[src/tbc_pkg.sv]
// constants shared by the two-wire bus control block
// assumes a byte-addressed ahb-lite slave holding one 16-bit control register
package tbc_pkg;
   localparam logic [7:0] CTRL_OFFSET = 8'h00;
   localparam logic [7:0] STAT_OFFSET = 8'h04;
   localparam logic [15:0] CTRL_RESET = 16'h1000;
   localparam int BIT_ENABLE = 15;
   localparam int BIT_SIDL = 13;
   localparam int BIT_REL = 12;
   localparam int BIT_STRETCH_ENABLE = 6;
   localparam int BIT_ACK_VALUE = 5;
   localparam int BIT_ACKGO = 4;
   localparam int BIT_RCVGO = 3;
   localparam int BIT_STOPGO = 2;
   localparam int BIT_RSGO = 1;
   localparam int BIT_STARTGO = 0;
   localparam logic [15:0] CTRL_WMASK = 16'hBFFF;
   localparam logic [7:0] QTR_DEFAULT = 8'h04;
   typedef enum logic [2:0]
   {
      ST_IDLE = 3'b000,
      ST_START = 3'b001,
      ST_RSTART = 3'b010,
      ST_STOP = 3'b011,
      ST_ACK = 3'b100,
      ST_RECV = 3'b101
   } tbc_state_t;
endpackage : tbc_pkg

[src/tbc_top.sv]
// two-wire bus port control: ahb-lite register slave plus master sequencer
// assumes open-drain pads outside; oe low means the pin is driven low
//
// The address map and the AHB-Lite register port were decided locally.
`timescale 1ns/1ps
`default_nettype none

// What this block does
// RL1: port runs and owns its pins only while the enable bit is set.
// RL2: with stop-in-idle set, operation pauses while the chip idles.
// RL3: slave holds clock low while release is zero; hardware clears it.
// RL4: acknowledge sequence sends the ack value bit; zero means acknowledge.
// RL5: acknowledge trigger runs the sequence and clears when it completes.
// RL6: receive trigger reads a byte and clears after the eighth bit.
// RL7: stop trigger makes a stop condition and clears at its end.
// RL8: repeated-start trigger makes a restart and clears at its end.
// RL9: start trigger makes a start condition and clears at its end.
// RL10: software issues one sequence at a time, waiting for clearing.
module tbc_top
   import tbc_pkg::*;
#(
   parameter logic [7:0] QTR = QTR_DEFAULT
)
(
   input wire logic hclk, // system clock
   input wire logic hresetn, // async reset, active low
   input wire logic hsel, // slave select
   input wire logic [7:0] haddr, // byte address
   input wire logic [1:0] htrans, // transfer type
   input wire logic hwrite, // write strobe
   input wire logic [2:0] hsize, // transfer size
   input wire logic [31:0] hwdata, // write data
   input wire logic hready, // bus ready
   output logic hreadyout, // slave ready
   output logic hresp, // always okay
   output logic [31:0] hrdata, // read data
   input wire logic chip_idle, // chip in idle mode
   input wire logic slave_tx_start, // slave transmission begins
   input wire logic scl_in, // clock pin level
   input wire logic sda_in, // data pin level
   output logic scl_oe_n, // low drives clock low
   output logic sda_oe_n, // low drives data low
   output logic pins_owned, // pins given to the port
   output logic [7:0] rx_byte // last received byte
);
   logic [15:0] ctrl;
   tbc_state_t state;
   logic [7:0] qcnt;
   logic [1:0] phase;
   logic [3:0] bitn;
   logic scl_s1, scl_s2, sda_s1, sda_s2;
   logic wr_pend;
   logic [7:0] wr_addr;
   logic run;
   logic tick;
   logic seq_done;

   // two-flop synchronisers for the pins
   always_ff @(posedge hclk or negedge hresetn)
   begin
      if (!hresetn)
      begin
         scl_s1 <= 1'b1;
         scl_s2 <= 1'b1;
         sda_s1 <= 1'b1;
         sda_s2 <= 1'b1;
      end
      else
      begin
         scl_s1 <= scl_in;
         scl_s2 <= scl_s1;
         sda_s1 <= sda_in;
         sda_s2 <= sda_s1;
      end
   end

   // enable and idle pause gate the quarter-bit timer and sequencer; pin drive is gated by enable alone
   assign run = ctrl[BIT_ENABLE] && !(ctrl[BIT_SIDL] && chip_idle); // RL1 RL2
   assign pins_owned = ctrl[BIT_ENABLE]; // RL1
   assign hreadyout = 1'b1;
   assign hresp = 1'b0;
   assign tick = run && (qcnt == QTR - 8'h01);
   assign seq_done = tick && (phase == 2'd3);

   // ahb address phase capture
   always_ff @(posedge hclk or negedge hresetn)
   begin
      if (!hresetn)
      begin
         wr_pend <= 1'b0;
         wr_addr <= 8'h00;
      end
      else
      begin
         wr_pend <= hsel && hready && htrans[1] && hwrite;
         wr_addr <= haddr;
      end
   end

   // read data, registered in address phase
   always_ff @(posedge hclk or negedge hresetn)
   begin
      if (!hresetn)
         hrdata <= 32'h0000_0000;
      else if (hsel && hready && htrans[1] && !hwrite)
      begin
         if (haddr == CTRL_OFFSET)
            hrdata <= {16'h0000, ctrl};
         else if (haddr == STAT_OFFSET)
            hrdata <= {22'h000000, sda_s2, scl_s2, rx_byte};
         else
            hrdata <= 32'h0000_0000;
      end
   end

   // control register: a software write of a one beats a hardware clear in the same cycle
   always_ff @(posedge hclk or negedge hresetn)
   begin
      if (!hresetn)
         ctrl <= CTRL_RESET;
      else
      begin
         if (slave_tx_start && run)
            ctrl[BIT_REL] <= 1'b0; // RL3
         if (seq_done)
         begin
            unique case (state)
               ST_START: ctrl[BIT_STARTGO] <= 1'b0; // RL9
               ST_RSTART: ctrl[BIT_RSGO] <= 1'b0; // RL8
               ST_STOP: ctrl[BIT_STOPGO] <= 1'b0; // RL7
               ST_ACK: ctrl[BIT_ACKGO] <= 1'b0; // RL5
               ST_RECV:
               begin
                  if (bitn == 4'd7)
                     ctrl[BIT_RCVGO] <= 1'b0; // RL6
               end
               ST_IDLE: ;
            endcase
         end
         if (wr_pend && wr_addr == CTRL_OFFSET)
            ctrl <= hwdata[15:0] & CTRL_WMASK; // last, so a set is never lost
      end
   end

   // quarter-bit timer and sequencer
   always_ff @(posedge hclk or negedge hresetn)
   begin
      if (!hresetn)
      begin
         state <= ST_IDLE;
         qcnt <= 8'h00;
         phase <= 2'd0;
         bitn <= 4'd0;
      end
      else if (!ctrl[BIT_ENABLE])
      begin
         state <= ST_IDLE;
         qcnt <= 8'h00;
         phase <= 2'd0;
         bitn <= 4'd0;
      end
      else if (run)
      begin
         if (state == ST_IDLE)
         begin
            qcnt <= 8'h00;
            phase <= 2'd0;
            bitn <= 4'd0;
            // one trigger at a time is expected; priority resolves overlap
            if (ctrl[BIT_STARTGO])
               state <= ST_START; // RL9 RL10
            else if (ctrl[BIT_RSGO])
               state <= ST_RSTART; // RL8
            else if (ctrl[BIT_STOPGO])
               state <= ST_STOP; // RL7
            else if (ctrl[BIT_ACKGO])
               state <= ST_ACK; // RL5
            else if (ctrl[BIT_RCVGO])
               state <= ST_RECV; // RL6
         end
         else
         begin
            qcnt <= tick ? 8'h00 : qcnt + 8'h01;
            if (tick)
            begin
               phase <= phase + 2'd1;
               if (phase == 2'd3)
               begin
                  if (state == ST_RECV && bitn != 4'd7)
                     bitn <= bitn + 4'd1;
                  else
                     state <= ST_IDLE;
               end
            end
         end
      end
   end

   // receive shift on the clock-high sample point
   always_ff @(posedge hclk or negedge hresetn)
   begin
      if (!hresetn)
         rx_byte <= 8'h00;
      else if (state == ST_RECV && tick && phase == 2'd1)
         rx_byte <= {rx_byte[6:0], sda_s2}; // RL6
   end

   // pin drive per sequence phase; oe low pulls the line low
   always_comb
   begin
      scl_oe_n = 1'b1;
      sda_oe_n = 1'b1;
      if (ctrl[BIT_ENABLE])
      begin
         unique case (state)
            ST_START:
            begin
               sda_oe_n = (phase < 2'd2); // RL9
               scl_oe_n = (phase != 2'd3);
            end
            ST_RSTART:
            begin
               sda_oe_n = (phase < 2'd2); // RL8
               scl_oe_n = (phase == 2'd1) || (phase == 2'd2);
            end
            ST_STOP:
            begin
               sda_oe_n = (phase == 2'd3); // RL7
               scl_oe_n = (phase != 2'd0);
            end
            ST_ACK:
            begin
               sda_oe_n = ctrl[BIT_ACK_VALUE]; // RL4
               scl_oe_n = (phase == 2'd1) || (phase == 2'd2);
            end
            ST_RECV: scl_oe_n = (phase == 2'd1) || (phase == 2'd2);
            ST_IDLE: scl_oe_n = ctrl[BIT_REL]; // RL3
         endcase
      end
   end

   release_low_a: assert property (@(posedge hclk) disable iff (!hresetn)
      (state == ST_IDLE && ctrl[BIT_ENABLE] && !ctrl[BIT_REL]) |-> !scl_oe_n) // RL3
      else $error("clock not held while release is zero");
   disabled_pins_a: assert property (@(posedge hclk) disable iff (!hresetn)
      !ctrl[BIT_ENABLE] |-> (scl_oe_n && sda_oe_n) ##1 (state == ST_IDLE)) // RL1
      else $error("pins driven while port disabled");
   idle_pause_a: assert property (@(posedge hclk) disable iff (!hresetn)
      (ctrl[BIT_SIDL] && chip_idle && ctrl[BIT_ENABLE]) |=> $stable(qcnt)) // RL2
      else $error("timer moved during idle pause");
   ack_value_a: assert property (@(posedge hclk) disable iff (!hresetn)
      (state == ST_ACK && ctrl[BIT_ENABLE]) |-> (sda_oe_n == ctrl[BIT_ACK_VALUE])) // RL4
      else $error("ack bit differs from ack value");
   ack_clear_a: assert property (@(posedge hclk) disable iff (!hresetn)
      (state == ST_ACK && seq_done && !wr_pend) |=> !ctrl[BIT_ACKGO]) // RL5
      else $error("ack trigger not cleared");
   recv_clear_a: assert property (@(posedge hclk) disable iff (!hresetn)
      (state == ST_RECV && seq_done && bitn == 4'd7 && !wr_pend)
      |=> (!ctrl[BIT_RCVGO] && state == ST_IDLE)) // RL6
      else $error("receive not ended after eighth bit");
   stop_clear_a: assert property (@(posedge hclk) disable iff (!hresetn)
      (state == ST_STOP && seq_done && !wr_pend) |=> !ctrl[BIT_STOPGO]) // RL7
      else $error("stop trigger not cleared");
   rstart_clear_a: assert property (@(posedge hclk) disable iff (!hresetn)
      (state == ST_RSTART && seq_done && !wr_pend) |=> !ctrl[BIT_RSGO]) // RL8
      else $error("restart trigger not cleared");
   start_clear_a: assert property (@(posedge hclk) disable iff (!hresetn)
      (state == ST_START && seq_done && !wr_pend) |=> !ctrl[BIT_STARTGO]) // RL9
      else $error("start trigger not cleared");
   start_c: cover property (@(posedge hclk) disable iff (!hresetn)
      state == ST_START ##1 state == ST_IDLE);
   recv_c: cover property (@(posedge hclk) disable iff (!hresetn)
      state == ST_RECV && seq_done && bitn == 4'd7);
   stop_c: cover property (@(posedge hclk) disable iff (!hresetn)
      state == ST_STOP && seq_done);
endmodule : tbc_top
`default_nettype wire
[config.mk]
export PLATFORM = sky130hd
export DESIGN_NAME = tbc_top
export DESIGN_NICKNAME = d
export VERILOG_FILES = /design/src/tbc_pkg.sv /design/src/tbc_top.sv
export SDC_FILE = /design/constraint.sdc
export NUM_CORES = 1
export LEC_CHECK = 0
export BUFFER_PORTS_ARGS = -buffer_cell sky130_fd_sc_hd__buf_4
export CAP_MARGIN = 25
export CORE_MARGIN = 1.5
export CORE_UTILIZATION = 51
export DETAILED_ROUTE_END_ITERATION = 16
export PLACE_DENSITY = 0.79
export SLEW_MARGIN = 40
export SYNTH_ARGS = -nofsm -noshare
export SYNTH_HDL_FRONTEND = slang
export SYNTH_SLANG_ARGS = --single-unit
[constraint.sdc]
create_clock -name hclk -period 2.2 [get_ports hclk]
set_input_delay 0.22 -clock hclk [delete_from_list [all_inputs] [get_ports hclk]]
set_output_delay 0.22 -clock hclk [all_outputs]
set_load 0.01 [all_outputs]
==> out/qor.txt <==
status = finished clean
top layer in use = met4
Synth warnings = 0
share of layout cells above drive strength 1 = 0.270
max cap viols = 0
crit share post-route = 0.944
reg2reg setup slack = 120 ps
setup repair bufs after CTS = 0
Setup CP Type = reg -> reg
worst-path cell chain = ha_1 -> nor4b_4 -> nand2_1 -> or3_1 -> buf_4 -> mux2_4
Max H-tree Level = 3
antenna-violating nets left = 0
hold-critical path depth = 3
final instance area = 4030 sq um
Mapped Area = 3230 sq um
CP arrival = 2290 ps
worst r2r src = qcnt[0]$_DFFE_PN0N_
startpoint type of the worst setup path = register
Seq/Total Area, Yosys = 0.528
vias in the first global route = 2511
hold path endpoint = ctrl[10]$_DFFE_PN0N_
Max FO, Critical Path = 8
final hold violation count = 0
largest family of logic cells by synthesized area = simple AND/OR/NAND/NOR gates
crit end category = register
met3 WL post-DR = 340 microns
Worst Tran Pin Value = 591 ps
Synth Area in Compound Gates = 0.105
worst hold-check path type = in -> reg
Synth Area in Simple Gates = 0.184
area grow syn2layout = 24.6%
IO Count = 99
Routed WL per cell = 15.1 microns
number of cells on the worst reg-to-reg path = 6
top cell type's share of synthesized area = 0.488
clock sink count = 68
row cnt = 28
routed length on met1 = 3180 microns
IO Port Bufs = 58
maximum clock rate = 481 MHz
Synth Register Bits = 68
via count = 2517
FF-to-FF End = rx_byte[0]$_DFFE_PN0P_
core area = 6030 sq um
first-pass GRT wire length = 11900 microns
Placement Cell Area = 3740 sq um
DRC = 0
Pwr Density = 771 nW/um^2
Rel. slew slack = 0.606
DR iter-0 viols = 194
met2 routed WL = 3390 microns
fin util = 0.668
Die Area = 6820 sq um
antenna violations before repair = 0
Setup-failing EPs final = 0
Syn Area/Cell = 10.5 sq um
fillcell total = 481
static leakage power = 1.98 nW
buffers and inverters on the worst path = 1
Clock Skew = 12.0 ps
CTS tree = done
Synth Area in Adders = 0.0194
maximum VDD drop = 0.511 mV
drt pass-1 iters = 4
min Tclk post-route = 2080 ps
worst-skew pair later-pin latency = 340 ps
# diodes = 0
GRT Residual Overflow = 0
Die Wd = 82.6 microns
Synth Instances = 309
Reg clk slew, reported paths = 70 ps
Vias/cell = 5.38
Die Y = 82.6 microns
Final GP Congestion = 0.831
total CTS buffers = 9
All-Layer GR Usage = 0.236
hold path start = hwdata[10]
starting density of the core = 0.536
Synth area leader = dfrtp_1
drt total wl = 7070 microns
largest net degree at the start of global routing = 69
CP required = 2420 ps
CTS root buf = clkbuf_8
post-synth cell types = 50
Final HPWL DP = 4960 microns
Synth area leaders = dfrtp_1 49%, nand2_1 7.2%, buf_4 4.6%
multiplexer share of the synthesized area = 0.0809
Slowest-stage cell, CP = dfrtp_1
Max Slew Vio Count = 0
Final nets = 447
slowest stage delay, CP = 400 ps
cell family with most CP delay = simple AND/OR/NAND/NOR gates
XOR/XNOR share of the synthesized area = 0.0136
Max Root-Sink Buffers = 2
-- kinds of logic after synthesis --
family | count (synthesis)
flip-flops | 68
other | 2
adder cells (fa/ha/maj) | 5
multiplexers | 22
AND/OR/NAND/NOR | 119
XOR/XNOR | 5
AO/OA/AOI/OAI | 51
buffers and inverters | 37
-- power breakdown --
part | switching, mW | total [mW] | internal (mW)
Combinational | 0.386 | 0.752 | 0.366
Clock | 0.461 | 0.898 | 0.437
Sequential | 0.112 | 1.45 | 1.34
-- final cells by class --
cell class | instances | area, sq um | share of cell area
flip-flops and latches | 68 | 1710 | 0.424
multi-input cells | 221 | 1380 | 0.343
repair buffers | 82 | 644 | 0.160
clock buffers | 10 | 138 | 0.0342
well taps | 75 | 93.8 | 0.0233
clock inverters | 6 | 40.0 | 0.00994
inverters | 6 | 22.5 | 0.00559
-- layer usage --
metal,track usage,vias to the layer above
met5,0,-
met4,0.113,0
met3,0.0451,19
met2,0.362,85
met1,0.321,1217
li1,-,1196
-- layout by cell type (no fill, tap or decap), types with 3 or more instances in the layout --
master / synthesis / final
conb_1: 2 / 19
a21oi_1: 6 / 6
dlygate4sd3_1: 0 / 10
o21ai_0: 19 / 18
nand2_1: 62 / 62
dfstp_2: 5 / 5
clkbuf_8: 0 / 10
mux2i_1: 13 / 13
ha_1: 5 / 5
xnor2_1: 3 / 3
clkinv_2: 0 / 3
nor3_1: 4 / 4
o22ai_1: 3 / 3
o311ai_0: 4 / 3
a22o_1: 5 / 5
nor4_1: 4 / 4
nor2b_1: 5 / 5
dfrtp_1: 63 / 63
buf_4: 20 / 71
inv_1: 6 / 6
nand3b_1: 4 / 4
nand3_1: 8 / 8
nor2_1: 13 / 13
mux2_4: 8 / 8
-- synthesized netlist by cell type (all sizes together) --
library cell,instances
nand2b,2
inv,6
xnor2,3
nand3,8
nand4b,2
o2bb2ai,1
nand2,62
and4b,1
ha,5
conb,2
and3,2
a21boi,1
buf,21
or3,1
nor4b,3
nor4,4
nand4,2
o2111ai,1
mux2,9
a211oi,1
dfrtp,63
nor3b,1
and2,2
a21oi,6
a31oi,1
o311a,1
o22ai,3
mux2i,13
a41o,1
nor3,5
a22o,5
and4,2
o21ba,1
o21ai,19
xor2,2
dfstp,5
o41ai,1
nor2,13
o21bai,2
a32oi,1
nor2b,5
o31ai,2
nand3b,4
clkbuf,10
o311ai,4
-- flip-flops by register name, summed over array words and instances, names as in the netlist --
name,count
ctrl,15
hrdata,15
qcnt,8
rx_byte,8
wr_addr,8
bitn,4
state,3
phase,2
scl_s1,1
scl_s2,1
sda_s1,1
sda_s2,1
wr_pend,1
-- through the flow --
step / instances / total power [mW] / TNS (ps) / hold slack, ps / setup WS (ps)
finish: 468 / 3.10 / 0 / 69.6 / 123
global route: 468 / 3.30 / -3.39 / 61.7 / -3.39
CTS: 467 / 3.11 / 0 / 2.57 / 36.1
detailed placement: 442 / 2.20 / 0 / 331 / 111
global placement: 442 / 2.17 / 0 / 329 / 168
floorplan: 326 / 1.92 / 0 / -75.6 / 278
-- repair_timing --
item,4_1_cts,5_1_grt
hold buffers,9,1
resized for setup,0,3
hold endpoints to repair,9,63
setup endpoints to repair,0,6
-- worst min-delay path, stage by stage --
cell and delay [ps]:
buf_4 80, nand2_1 40, nand2_1 40
-- worst max-delay path by stage --
stage / startpoint / endpoint / slack (ps) / cells past startpoint
6_report: qcnt[0]$_DFFE_PN0N_ / rx_byte[0]$_DFFE_PN0P_ / 120 / 6
3_3_place_gp: qcnt[0]$_DFFE_PN0N_ / rx_byte[5]$_DFFE_PN0P_ / 170 / 6
2_1_floorplan: qcnt[0]$_DFFE_PN0N_ / rx_byte[0]$_DFFE_PN0P_ / 280 / 6
3_5_place_dp: qcnt[0]$_DFFE_PN0N_ / rx_byte[0]$_DFFE_PN0P_ / 110 / 6
5_1_grt: qcnt[0]$_DFFE_PN0N_ / ctrl[3]$_DFFE_PN0P_ / -3 / 6
4_1_cts: state[1]$_DFFE_PN0P_ / sda_oe_n / 40 / 4
Note: power is estimated with default switching activity, not from simulation.
